<file path="config.mk">
export PLATFORM = sky130hd
export DESIGN_NAME = sysctl_regs
export DESIGN_NICKNAME = d
export VERILOG_FILES = /design/src/sysctl_pkg.sv /design/src/sysctl_regs.sv
export SDC_FILE = /design/constraint.sdc
export NUM_CORES = 1
export LEC_CHECK = 0
export BUFFER_PORTS_ARGS = -buffer_cell sky130_fd_sc_hd__buf_2
export CAP_MARGIN = 0
export CORE_ASPECT_RATIO = 0.7
export CORE_MARGIN = 3
export CORE_UTILIZATION = 40
export CTS_CLUSTER_DIAMETER = 200
export CTS_CLUSTER_SIZE = 30
export DETAILED_ROUTE_END_ITERATION = 6
export MAX_ROUTING_LAYER = met4
export SLEW_MARGIN = 20
export SYNTH_ARGS = -nofsm -noshare
export SYNTH_HDL_FRONTEND = slang
export SYNTH_SLANG_ARGS = --single-unit
export TNS_END_PERCENT = 10
</file>
<file path="constraint.sdc">
create_clock -name I_CLOCK -period 2.3 [get_ports I_CLOCK]
set_input_delay 0.23 -clock I_CLOCK [delete_from_list [all_inputs] [get_ports I_CLOCK]]
set_output_delay 0.23 -clock I_CLOCK [all_outputs]
set_load 0.005 [all_outputs]
</file>
<file path="src/sysctl_pkg.sv">
package sysctl_pkg;
  localparam logic [7:0] ADDR_HOST_SEL = 8'h03;
  localparam logic [7:0] ADDR_SCHED_CFG = 8'h06;
  localparam logic [7:0] ADDR_SYNC_CLEAR = 8'h08;
  localparam logic [7:0] ADDR_SYNC_STAT = 8'h09;
  localparam logic [7:0] ADDR_CRC_CNT = 8'h0A;
  localparam logic [7:0] ADDR_CRC_SETUP = 8'h0B;
  localparam logic [7:0] ADDR_SI_FMT = 8'h18;
  localparam logic [7:0] ADDR_PLL = 8'h19;
  localparam logic [7:0] ADDR_GPIO_DIR = 8'h1D;
  localparam logic [7:0] ADDR_GPIO_DRIVE = 8'h1E;
  localparam logic [7:0] ADDR_GPIO_LEVEL = 8'h1F;
  localparam logic [7:0] ADDR_PI_FMT = 8'h20;
  localparam logic [7:0] ADDR_MAP_INGRESS = 8'h21;
  localparam logic [7:0] ADDR_MAP_EGRESS = 8'h22;
  localparam logic [7:0] ADDR_POST_DATA = 8'hFE;
  localparam logic [7:0] ADDR_POST_STAT = 8'hFF;
  localparam logic [31:0] RST_SI_FMT = 32'h99999999;
  localparam logic [31:0] RST_PI_FMT = 32'h99999999;
  localparam logic [7:0] RST_HOST_SEL = 8'h00;
  localparam logic [13:0] RST_SCHED_CFG = 14'h2B12;
  localparam logic [16:0] RST_PLL = 17'h16400;
  localparam logic [31:0] SI_FMT_MASK = 32'h99999999;
  localparam logic [31:0] PI_FMT_MASK = 32'hDBDBDBDB;
  localparam int PLL_LINK_FLAG = 18;
  localparam int PLL_SYS_FLAG = 17;
  localparam int PLL_DIV_SEL = 14;
  localparam int PLL_MULT_LO = 11;
  localparam int PLL_FORCE_LOW = 8;
  localparam int PLL_HALVE = 7;
  localparam int SCHED_BURST_MODE = 4;
  localparam int MAP_WRITE_BIT = 16;
  localparam int ACCESS_OK_BIT = 2;
  localparam int REPLY_OK_BIT = 1;
  localparam int RSV0_BIT = 0;
  localparam logic [4:0] PLL_BASE_MULT = 5'h0C;
  localparam int FIFO_COUNT = 12;
  localparam int PORT_COUNT = 32;
  localparam int SI_SETTLE_NS = 2000;
  localparam int CLK_PERIOD_NS = 10;
  localparam int SI_SETTLE_CYCLES = (SI_SETTLE_NS + CLK_PERIOD_NS - 1) / CLK_PERIOD_NS;

  // One register access from the management interface.
  typedef struct packed {
    logic wr;
    logic rd;
    logic [7:0] addr;
    logic [31:0] wdata;
  } reg_req_type;

  // Link PLL settings presented to the analogue macro.
  typedef struct packed {
    logic divide_by_four;
    logic [4:0] multiplier;
    logic force_lowest;
    logic halve;
  } link_pll_type;
endpackage

</file>
<file path="src/sysctl_regs.sv">
`timescale 1ns/1ps
`default_nettype none
module sysctl_regs (
  // Clock and reset.
  input wire logic I_CLOCK,
  input wire logic I_RST_N,
  // Register access.
  input wire sysctl_pkg::reg_req_type I_REQ,
  output logic [31:0] O_RDATA,
  // Posted internal reads and overload drops.
  input wire logic I_POST_DONE,
  input wire logic [31:0] I_POST_DATA,
  input wire logic I_POST_FAIL,
  input wire logic I_DROP,
  input wire logic [15:0] I_DROP_ADDR,
  // PLL lock inputs from other domains.
  input wire logic I_LINK_PLL_LOCK,
  input wire logic I_SYS_PLL_LOCK,
  // Scheduler and CRC events.
  input wire logic [11:0] I_SYNC_LOST,
  input wire logic I_CRC_ERROR,
  // General-purpose pins.
  input wire logic [7:0] I_GPIO,
  output logic [7:0] O_GPIO,
  output logic [7:0] O_GPIO_OE,
  // Controls to the datapath, with its fail-ignore and port lookup inputs.
  output sysctl_pkg::link_pll_type O_LINK_PLL,
  output logic O_LINK_LOCK_VALID,
  output logic [31:0] O_SI_FORMAT,
  output logic O_SI_BUSY,
  output logic [31:0] O_PI_FORMAT,
  output logic O_BURST_MODE,
  output logic [3:0] O_BURST_LEN,
  output logic [1:0] O_REVISIT_MIN,
  output logic [11:0] O_SYNC_OVERRIDE,
  output logic O_CRC_BYPASS,
  output logic O_HEADER_PRESENT,
  output logic [3:0] O_HEADER_SIZE,
  output logic O_CRC_DISCARD,
  input wire logic I_FAIL_IGNORE,
  input wire logic [4:0] I_ING_PORT,
  output logic [4:0] O_ING_PORT,
  input wire logic [4:0] I_EGR_PORT,
  output logic [4:0] O_EGR_PORT
);
  import sysctl_pkg::*;

  ////////////////////////////////////////////////////////////////////////////
  logic [7:0] host_sel_r;
  logic [13:0] sched_cfg_r;
  logic [11:0] sync_clear_r;
  logic [11:0] sync_stat_r;
  logic [31:0] crc_cnt_r;
  logic [5:0] crc_setup_r;
  logic [31:0] si_fmt_r;
  logic [31:0] pi_fmt_r;
  logic [16:0] pll_r;
  logic [1:0] pll_flag_r;
  logic [7:0] gpio_dir_r;
  logic [7:0] gpio_drive_r;
  logic [16:0] map_ing_cmd_r;
  logic [16:0] map_egr_cmd_r;
  logic [31:0] post_data_r;
  logic reply_ok_r;
  logic access_ok_r;
  logic [15:0] drop_addr_r;
  logic [7:0] gpio_s1_r;
  logic [7:0] gpio_s2_r;
  logic [1:0] lock_s1_r;
  logic [1:0] lock_s2_r;
  logic [1:0] lock_prev_r;
  logic [11:0] si_wait_r;
  logic [4:0] ing_map_r [PORT_COUNT];
  logic [4:0] egr_map_r [PORT_COUNT];
  logic [1:0] lock_lost;

  assign lock_lost = lock_prev_r & ~lock_s2_r;

  // Write enable for a given address.
  function automatic logic wr_at(input logic [7:0] a);
    return I_REQ.wr && (I_REQ.addr == a);
  endfunction

  ////////////////////////////////////////////////////////////////////////////
  // Plain configuration registers, loaded at their defaults on reset.
  always_ff @(posedge I_CLOCK or negedge I_RST_N) begin
    if (!I_RST_N) begin
      host_sel_r <= RST_HOST_SEL;
      sched_cfg_r <= RST_SCHED_CFG;
      sync_clear_r <= 12'h000;
      crc_setup_r <= 6'h00;
      si_fmt_r <= RST_SI_FMT;
      pi_fmt_r <= RST_PI_FMT;
      pll_r <= RST_PLL;
      gpio_dir_r <= 8'h00;
      gpio_drive_r <= 8'h00;
    end else begin
      if (wr_at(ADDR_HOST_SEL)) host_sel_r <= I_REQ.wdata[7:0];
      if (wr_at(ADDR_SCHED_CFG)) sched_cfg_r <= I_REQ.wdata[13:0] & 14'h3F1F;
      if (wr_at(ADDR_SYNC_CLEAR)) sync_clear_r <= I_REQ.wdata[11:0];
      if (wr_at(ADDR_CRC_SETUP)) crc_setup_r <= I_REQ.wdata[5:0];
      if (wr_at(ADDR_SI_FMT)) si_fmt_r <= I_REQ.wdata & SI_FMT_MASK;
      if (wr_at(ADDR_PI_FMT)) pi_fmt_r <= I_REQ.wdata & PI_FMT_MASK;
      if (wr_at(ADDR_PLL)) pll_r <= I_REQ.wdata[16:0] & 17'h1FF80;
      if (wr_at(ADDR_GPIO_DIR)) gpio_dir_r <= I_REQ.wdata[7:0];
      if (wr_at(ADDR_GPIO_DRIVE)) gpio_drive_r <= I_REQ.wdata[7:0];
    end
  end

  // Serial format change starts a settling window during which the host stays off.
  always_ff @(posedge I_CLOCK or negedge I_RST_N) begin
    if (!I_RST_N) begin
      si_wait_r <= 12'h000;
    end else if (wr_at(ADDR_SI_FMT)) begin
      si_wait_r <= 12'(SI_SETTLE_CYCLES);
    end else if (si_wait_r != 12'h000) begin
      si_wait_r <= si_wait_r - 12'h001;
    end
  end

  ////////////////////////////////////////////////////////////////////////////
  // Synchronisers for lock levels and general-purpose pins.
  always_ff @(posedge I_CLOCK or negedge I_RST_N) begin
    if (!I_RST_N) begin
      lock_s1_r <= 2'h3;
      lock_s2_r <= 2'h3;
      lock_prev_r <= 2'h3;
      gpio_s1_r <= 8'h00;
      gpio_s2_r <= 8'h00;
    end else begin
      lock_s1_r <= {I_LINK_PLL_LOCK & ~pll_r[PLL_FORCE_LOW], I_SYS_PLL_LOCK};
      lock_s2_r <= lock_s1_r;
      lock_prev_r <= lock_s2_r;
      gpio_s1_r <= I_GPIO;
      gpio_s2_r <= gpio_s1_r;
    end
  end

  // Unlock flags: set wins over a write-one clear.
  always_ff @(posedge I_CLOCK or negedge I_RST_N) begin
    if (!I_RST_N) begin
      pll_flag_r <= 2'h0;
    end else begin
      for (int i = 0; i < 2; i++) begin
        if (lock_lost[i]) begin
          pll_flag_r[i] <= 1'b1;
        end else if (wr_at(ADDR_PLL) && I_REQ.wdata[PLL_SYS_FLAG + i]) begin
          pll_flag_r[i] <= 1'b0;
        end
      end
    end
  end

  ////////////////////////////////////////////////////////////////////////////
  // Lost-sync flags per FIFO; a set wins over the clear bit.
  always_ff @(posedge I_CLOCK or negedge I_RST_N) begin
    if (!I_RST_N) begin
      sync_stat_r <= 12'h000;
    end else begin
      sync_stat_r <= I_SYNC_LOST | (sync_stat_r & ~sync_clear_r);
    end
  end

  // CRC error total; an error in the write cycle counts on top of the new value.
  always_ff @(posedge I_CLOCK or negedge I_RST_N) begin
    if (!I_RST_N) begin
      crc_cnt_r <= 32'h00000000;
    end else if (wr_at(ADDR_CRC_CNT)) begin
      crc_cnt_r <= I_REQ.wdata + {31'h0, I_CRC_ERROR};
    end else if (I_CRC_ERROR) begin
      crc_cnt_r <= crc_cnt_r + 32'h00000001;
    end
  end

  ////////////////////////////////////////////////////////////////////////////
  // Remap command registers and tables; the write bit self-clears.
  always_ff @(posedge I_CLOCK or negedge I_RST_N) begin
    if (!I_RST_N) begin
      map_ing_cmd_r <= 17'h00000;
      map_egr_cmd_r <= 17'h00000;
    end else begin
      map_ing_cmd_r <= wr_at(ADDR_MAP_INGRESS) ? (I_REQ.wdata[16:0] & 17'h11F1F) :
        (map_ing_cmd_r & 17'h0FFFF);
      map_egr_cmd_r <= wr_at(ADDR_MAP_EGRESS) ? (I_REQ.wdata[16:0] & 17'h11F1F) :
        (map_egr_cmd_r & 17'h0FFFF);
    end
  end

  // Tables start as identity and take one pair per write command.
  always_ff @(posedge I_CLOCK or negedge I_RST_N) begin
    if (!I_RST_N) begin
      for (int p = 0; p < PORT_COUNT; p++) begin
        ing_map_r[p] <= 5'(p);
        egr_map_r[p] <= 5'(p);
      end
    end else begin
      if (map_ing_cmd_r[MAP_WRITE_BIT]) begin
        ing_map_r[map_ing_cmd_r[12:8]] <= map_ing_cmd_r[4:0];
      end
      if (map_egr_cmd_r[MAP_WRITE_BIT]) begin
        egr_map_r[map_egr_cmd_r[12:8]] <= map_egr_cmd_r[4:0];
      end
    end
  end

  // Registered port lookups.
  always_ff @(posedge I_CLOCK or negedge I_RST_N) begin
    if (!I_RST_N) begin
      O_ING_PORT <= 5'h00;
      O_EGR_PORT <= 5'h00;
    end else begin
      O_ING_PORT <= ing_map_r[I_ING_PORT];
      O_EGR_PORT <= egr_map_r[I_EGR_PORT];
    end
  end

  ////////////////////////////////////////////////////////////////////////////
  // Posted read result and reply status.
  always_ff @(posedge I_CLOCK or negedge I_RST_N) begin
    if (!I_RST_N) begin
      post_data_r <= 32'h00000000;
      reply_ok_r <= 1'b0;
    end else if (I_POST_DONE) begin
      post_data_r <= I_POST_DATA;
      reply_ok_r <= ~I_POST_FAIL;
    end else if (I_REQ.rd && I_REQ.addr == ADDR_POST_DATA) begin
      reply_ok_r <= 1'b0;
    end
  end

  // Dropped access address and sticky access-ok; a drop wins over the read.
  always_ff @(posedge I_CLOCK or negedge I_RST_N) begin
    if (!I_RST_N) begin
      access_ok_r <= 1'b0;
      drop_addr_r <= 16'h0000;
    end else if (I_DROP) begin
      access_ok_r <= 1'b0;
      drop_addr_r <= I_DROP_ADDR;
    end else if (I_REQ.rd && I_REQ.addr == ADDR_POST_STAT) begin
      access_ok_r <= 1'b1;
    end
  end

  ////////////////////////////////////////////////////////////////////////////
  // Read data, registered one cycle after the read strobe.
  always_ff @(posedge I_CLOCK or negedge I_RST_N) begin
    if (!I_RST_N) begin
      O_RDATA <= 32'h00000000;
    end else if (I_REQ.rd) begin
      unique case (I_REQ.addr)
        ADDR_HOST_SEL: O_RDATA <= {24'h0, host_sel_r};
        ADDR_SCHED_CFG: O_RDATA <= {18'h0, sched_cfg_r};
        ADDR_SYNC_CLEAR: O_RDATA <= {20'h0, sync_clear_r};
        ADDR_SYNC_STAT: O_RDATA <= {20'h0, sync_stat_r};
        ADDR_CRC_CNT: O_RDATA <= crc_cnt_r;
        ADDR_CRC_SETUP: O_RDATA <= {26'h0, crc_setup_r};
        ADDR_SI_FMT: O_RDATA <= si_fmt_r;
        ADDR_PLL: O_RDATA <= {13'h0, pll_flag_r[1], pll_flag_r[0], pll_r};
        ADDR_GPIO_DIR: O_RDATA <= {24'h0, gpio_dir_r};
        ADDR_GPIO_DRIVE: O_RDATA <= {24'h0, gpio_drive_r};
        ADDR_GPIO_LEVEL: O_RDATA <= {24'h0, gpio_s2_r};
        ADDR_PI_FMT: O_RDATA <= pi_fmt_r;
        ADDR_MAP_INGRESS: O_RDATA <= {15'h0, map_ing_cmd_r};
        ADDR_MAP_EGRESS: O_RDATA <= {15'h0, map_egr_cmd_r};
        ADDR_POST_DATA: O_RDATA <= post_data_r;
        ADDR_POST_STAT: O_RDATA <= {drop_addr_r, 13'h0, access_ok_r, reply_ok_r, 1'b1};
        default: O_RDATA <= 32'h00000000;
      endcase
    end
  end

  ////////////////////////////////////////////////////////////////////////////
  // Pin drive and datapath controls.
  assign O_GPIO = gpio_drive_r & gpio_dir_r;
  assign O_GPIO_OE = gpio_dir_r;
  assign O_LINK_PLL.divide_by_four = pll_r[PLL_DIV_SEL];
  // The factor runs from 12 to 19, so it needs five bits.
  assign O_LINK_PLL.multiplier = PLL_BASE_MULT + {2'b00, pll_r[PLL_MULT_LO +: 3]};
  assign O_LINK_PLL.force_lowest = pll_r[PLL_FORCE_LOW];
  assign O_LINK_PLL.halve = pll_r[PLL_HALVE];
  assign O_LINK_LOCK_VALID = lock_s2_r[1];
  assign O_SI_FORMAT = si_fmt_r;
  assign O_SI_BUSY = (si_wait_r != 12'h000);
  assign O_PI_FORMAT = pi_fmt_r;
  assign O_BURST_MODE = sched_cfg_r[SCHED_BURST_MODE];
  assign O_BURST_LEN = sched_cfg_r[3:0];
  assign O_REVISIT_MIN = sched_cfg_r[11:10];
  assign O_SYNC_OVERRIDE = sync_clear_r;
  assign O_CRC_BYPASS = crc_setup_r[5];
  assign O_HEADER_PRESENT = crc_setup_r[4];
  assign O_HEADER_SIZE = crc_setup_r[3:0];
  assign O_CRC_DISCARD = I_CRC_ERROR & ~crc_setup_r[5] & ~I_FAIL_IGNORE;
endmodule
`default_nettype wire

</file>
==> results.cfg <==
[setup_path]
reg2reg_depth = 5
timing.rr.start = crc_cnt_r[12]$_DFFE_PN0P_
crit_path_end_kind = output port
critPathKind = flip-flop to output port
cp_slowest_cell = or4b_4
critPathArrivalTime_ns = 2.04
crit_path_max_fanout = 3
cp.required_ns = 2.07
r2r-end = crc_cnt_r[28]$_DFFE_PN0P_
reg2reg_slack_ns = 0.21
cpPeakStageDelay_ns = 0.48
startpoint_type = flip-flop
crit_chain = inv_2 -> ha_1 -> or4b_4 -> nor2_4 -> nand2_2 -> buf_6

[final_layout]
stdcell_area_um2 = 34320
multi_input_area_um2 = 12740
fillers = 6445
fin_util_pct = 47.52
layout_common_cells = mux2_2, dfrtp_1, buf_2
fin_cells = 3592
fin_nets = 2737
final_common_cell = mux2_2
drive_above_1_share_pct = 48.53
syn2layout_area_growth_pct = 16.48
seqCellArea_um2 = 15700

[detailed_routing]
routed_wl_um = 91040
drc = 7
viasPerCell = 5.577
drtAntennaViolNets = 0
num_vias = 20032
post_drt_wl_per_cell_um = 25.34
first_iter_violations = 1586
drtPass1Iterations = 7

[power]
p_switching_mw = 5.202
pwr-share-clk_pct = 28.8
p_leak_nw = 15.09
intPower_mw = 14.31
switching_share_pct = 26.66
peakVddDrop_uv = 485.5
p_comb_share_pct = 11.2
p_per_area_nw_per_um2 = 568.6
seq_power_share_pct = 60.0

[synthesis]
synth_mux_area_share_pct = 27.21
synth-main-ff-cell = dfrtp_1
ys_seq_elements = 617
async_flop_share_pct = 100.0
synth_xor_area_share_pct = 1.962
synth_edf_count = 0
syn_area_per_cell_um2 = 13.24
ys.warnings.count = 0
ys_seq_area_share_pct = 53.28
synthCells = 2225
yosys.area_share.simple_pct = 8.684
yosys.cell_types.count = 78
synth_top_family_by_area = multiplexers
synth_compound_area_share_pct = 4.705
netlist_area_um2 = 29470
synth_fa_ha_area_share_pct = 0.2123

[hold_path]
holdPathEnd = crc_cnt_r[0]$_DFFE_PN0P_
hold_depth = 4
min_from = I_REQ[0]
hold_class = input port to flip-flop

[timing]
rsz0062_at_grt = yes
hold_ws_ns = 0.03262
fin_tns_setup_ns = 0
fmax_ghz = 0.4414
drv_slew = 0
min_period_ns = 2.266
fin_worst_skew_ns = 0.03219
hold_violations = 0
fin_crit_sh_pct = 98.50
setup_viol = 0
timing.slew.headroom_pct = 52.57
tightest_slew_ns = 0.7088

[clock_network]
clkLatencyLatePin_ns = 0.62
clk_pin_slew_ns = 0.12
numCtsBuffers = 24
clock-sinks = 617
h-tree-depth = 1
cts_tree = done
cts-root-buf = clkbuf_16
clockBufferDepth = 3

[die]
core_um2 = 72230
die_y_um = 233.1
die_area_um2 = 77010
start_util_pct = 40.79
ioPinCount = 287
fp.dieW_um = 330.4
fp-row-count = 82

[grt]
grt_start_max_net_pins = 81
track_usage_pct = 24.19
grt_pass1_vias = 20889
antenna_found_initial = 7
grt_pass1_wl_um = 136700
grt_overflow = 0

[place]
gp_congestion = 0.9368
dpl-instance-area_um2 = 32600
portBuffers = 262
place.detailed.hpwl_um = 66950
place_inst = 3444

[job]
maxCapViolations = 0

[status]
status = finished, violations left
violations = design-rule violations
## cell families (layout without fill, tap and decap cells)
logic type      Yosys count  count (layout)
xor+xnor                 66              66
compound gates          199             199
flops                   617             617
buf+inv                 241             614
mux                     614             614
fa+ha+maj                 5               5
simple gates            482             482
other cells               1              29
## critical path: cells and delay by family (launching register included)
kind                       cells  cell delay [ns]
buffers and inverters          2             0.22
DFF                            1             0.41
and+or+nand+nor                3             0.67
adders and majority gates      1             0.13
## power by group through the flow
| stage | Clock [mW] | Combinational, mW | Sequential [mW] |
|---|---|---|---|
| 2_1_floorplan | 0 | 1.09 | 11.7 |
| 3_3_place_gp | 0 | 1.98 | 11.9 |
| 3_5_place_dp | 0 | 2.03 | 11.9 |
| 4_1_cts | 5.76 | 2.19 | 11.7 |
| 5_1_grt | 6.11 | 2.39 | 11.8 |
| 6_report | 5.62 | 2.18 | 11.7 |
## how the worst max path moves through the flow
stage                                   from                      end  slack (ns)  depth (start not counted)
detailed placement                 I_REQ[32]  O_RDATA[10]$_DFFE_PN0P_        0.14                          8
floorplan                      I_EGR_PORT[0]  O_EGR_PORT[0]$_DFF_PN0_        0.31                          5
global placement                   I_REQ[32]  O_RDATA[17]$_DFFE_PN0P_        0.14                          9
CTS                 si_wait_r[1]$_DFFE_PN0P_                O_SI_BUSY       0.001                          6
global route        si_wait_r[0]$_DFFE_PN0P_                O_SI_BUSY       -0.03                          6
finish              si_wait_r[0]$_DFFE_PN0P_                O_SI_BUSY        0.03                          6
## repair_timing
item | 4_1_cts | 5_1_grt
hold endpoints to repair | 266 | 0
hold buffers | 95 | 0
resized for setup | 6 | 2
buffers inserted | 3 | 1
setup endpoints to repair | 1 | 1
## synth_stat cells, types with 23 or more instances
cell | number | area share [%]
mux2_2 | 480 | 18
nor3_1 | 23 | 0.39
clkbuf_1 | 97 | 1.2
nor2_1 | 73 | 0.93
mux2i_1 | 30 | 1.0
o21ai_0 | 34 | 0.58
and3_1 | 27 | 0.57
buf_4 | 41 | 1.0
dfstp_2 | 208 | 19
inv_1 | 55 | 0.70
xor2_1 | 29 | 0.86
nand3_1 | 67 | 1.1
dfrtp_1 | 409 | 35
o22ai_1 | 28 | 0.59
nand4_1 | 35 | 0.74
a21oi_1 | 24 | 0.41
nand2_1 | 149 | 1.9
xnor2_1 | 37 | 1.1
mux4_2 | 100 | 7.6
a22oi_1 | 29 | 0.74
buf_2 | 38 | 0.65
## sequential cells by signal (all words and copies together) (netlist names), 5 cells and up
register         cells
pll_r               10
map_ing_cmd_r       11
ing_map_r          160
gpio_s2_r            8
crc_cnt_r           32
post_data_r         32
drop_addr_r         16
gpio_s1_r            8
O_ING_PORT           5
crc_setup_r          6
gpio_drive_r         8
O_SI_FORMAT         16
host_sel_r           8
map_egr_cmd_r       11
egr_map_r          160
O_EGR_PORT           5
O_PI_FORMAT         24
O_SYNC_OVERRIDE     12
sync_stat_r         12
si_wait_r           12
O_RDATA             32
sched_cfg_r         11
O_GPIO_OE            8
## through the flow
step	power, mW	setup WS, ns
after floorplan	12.79	0.3057
after global routing	20.26	-0.02828
after detailed placement	13.92	0.1411
final	19.52	0.03440
after CTS	19.64	0.001020
after global placement	13.86	0.1447
## layer usage
layer	routed length [µm]	global-route usage (%)	up-vias
met1	42630	35.11	10506
met2	40530	35.40	636
met3	6028	4.759	90
met4	1848	4.835	0
met5	0	-	-
li1	-	-	8800
## area by class of cell
cell class,count,area share [%]
Clock buffer,43,2.020
Multi-Input combinational cell,1390,37.11
Sequential cell,617,45.74
Inverter,56,0.6124
Antenna cell,5,0.03645
Clock inverter,1,0.04739
Tap cell,966,3.521
Timing Repair Buffer,514,10.91
Note: power is estimated with default switching activity, not from simulation.
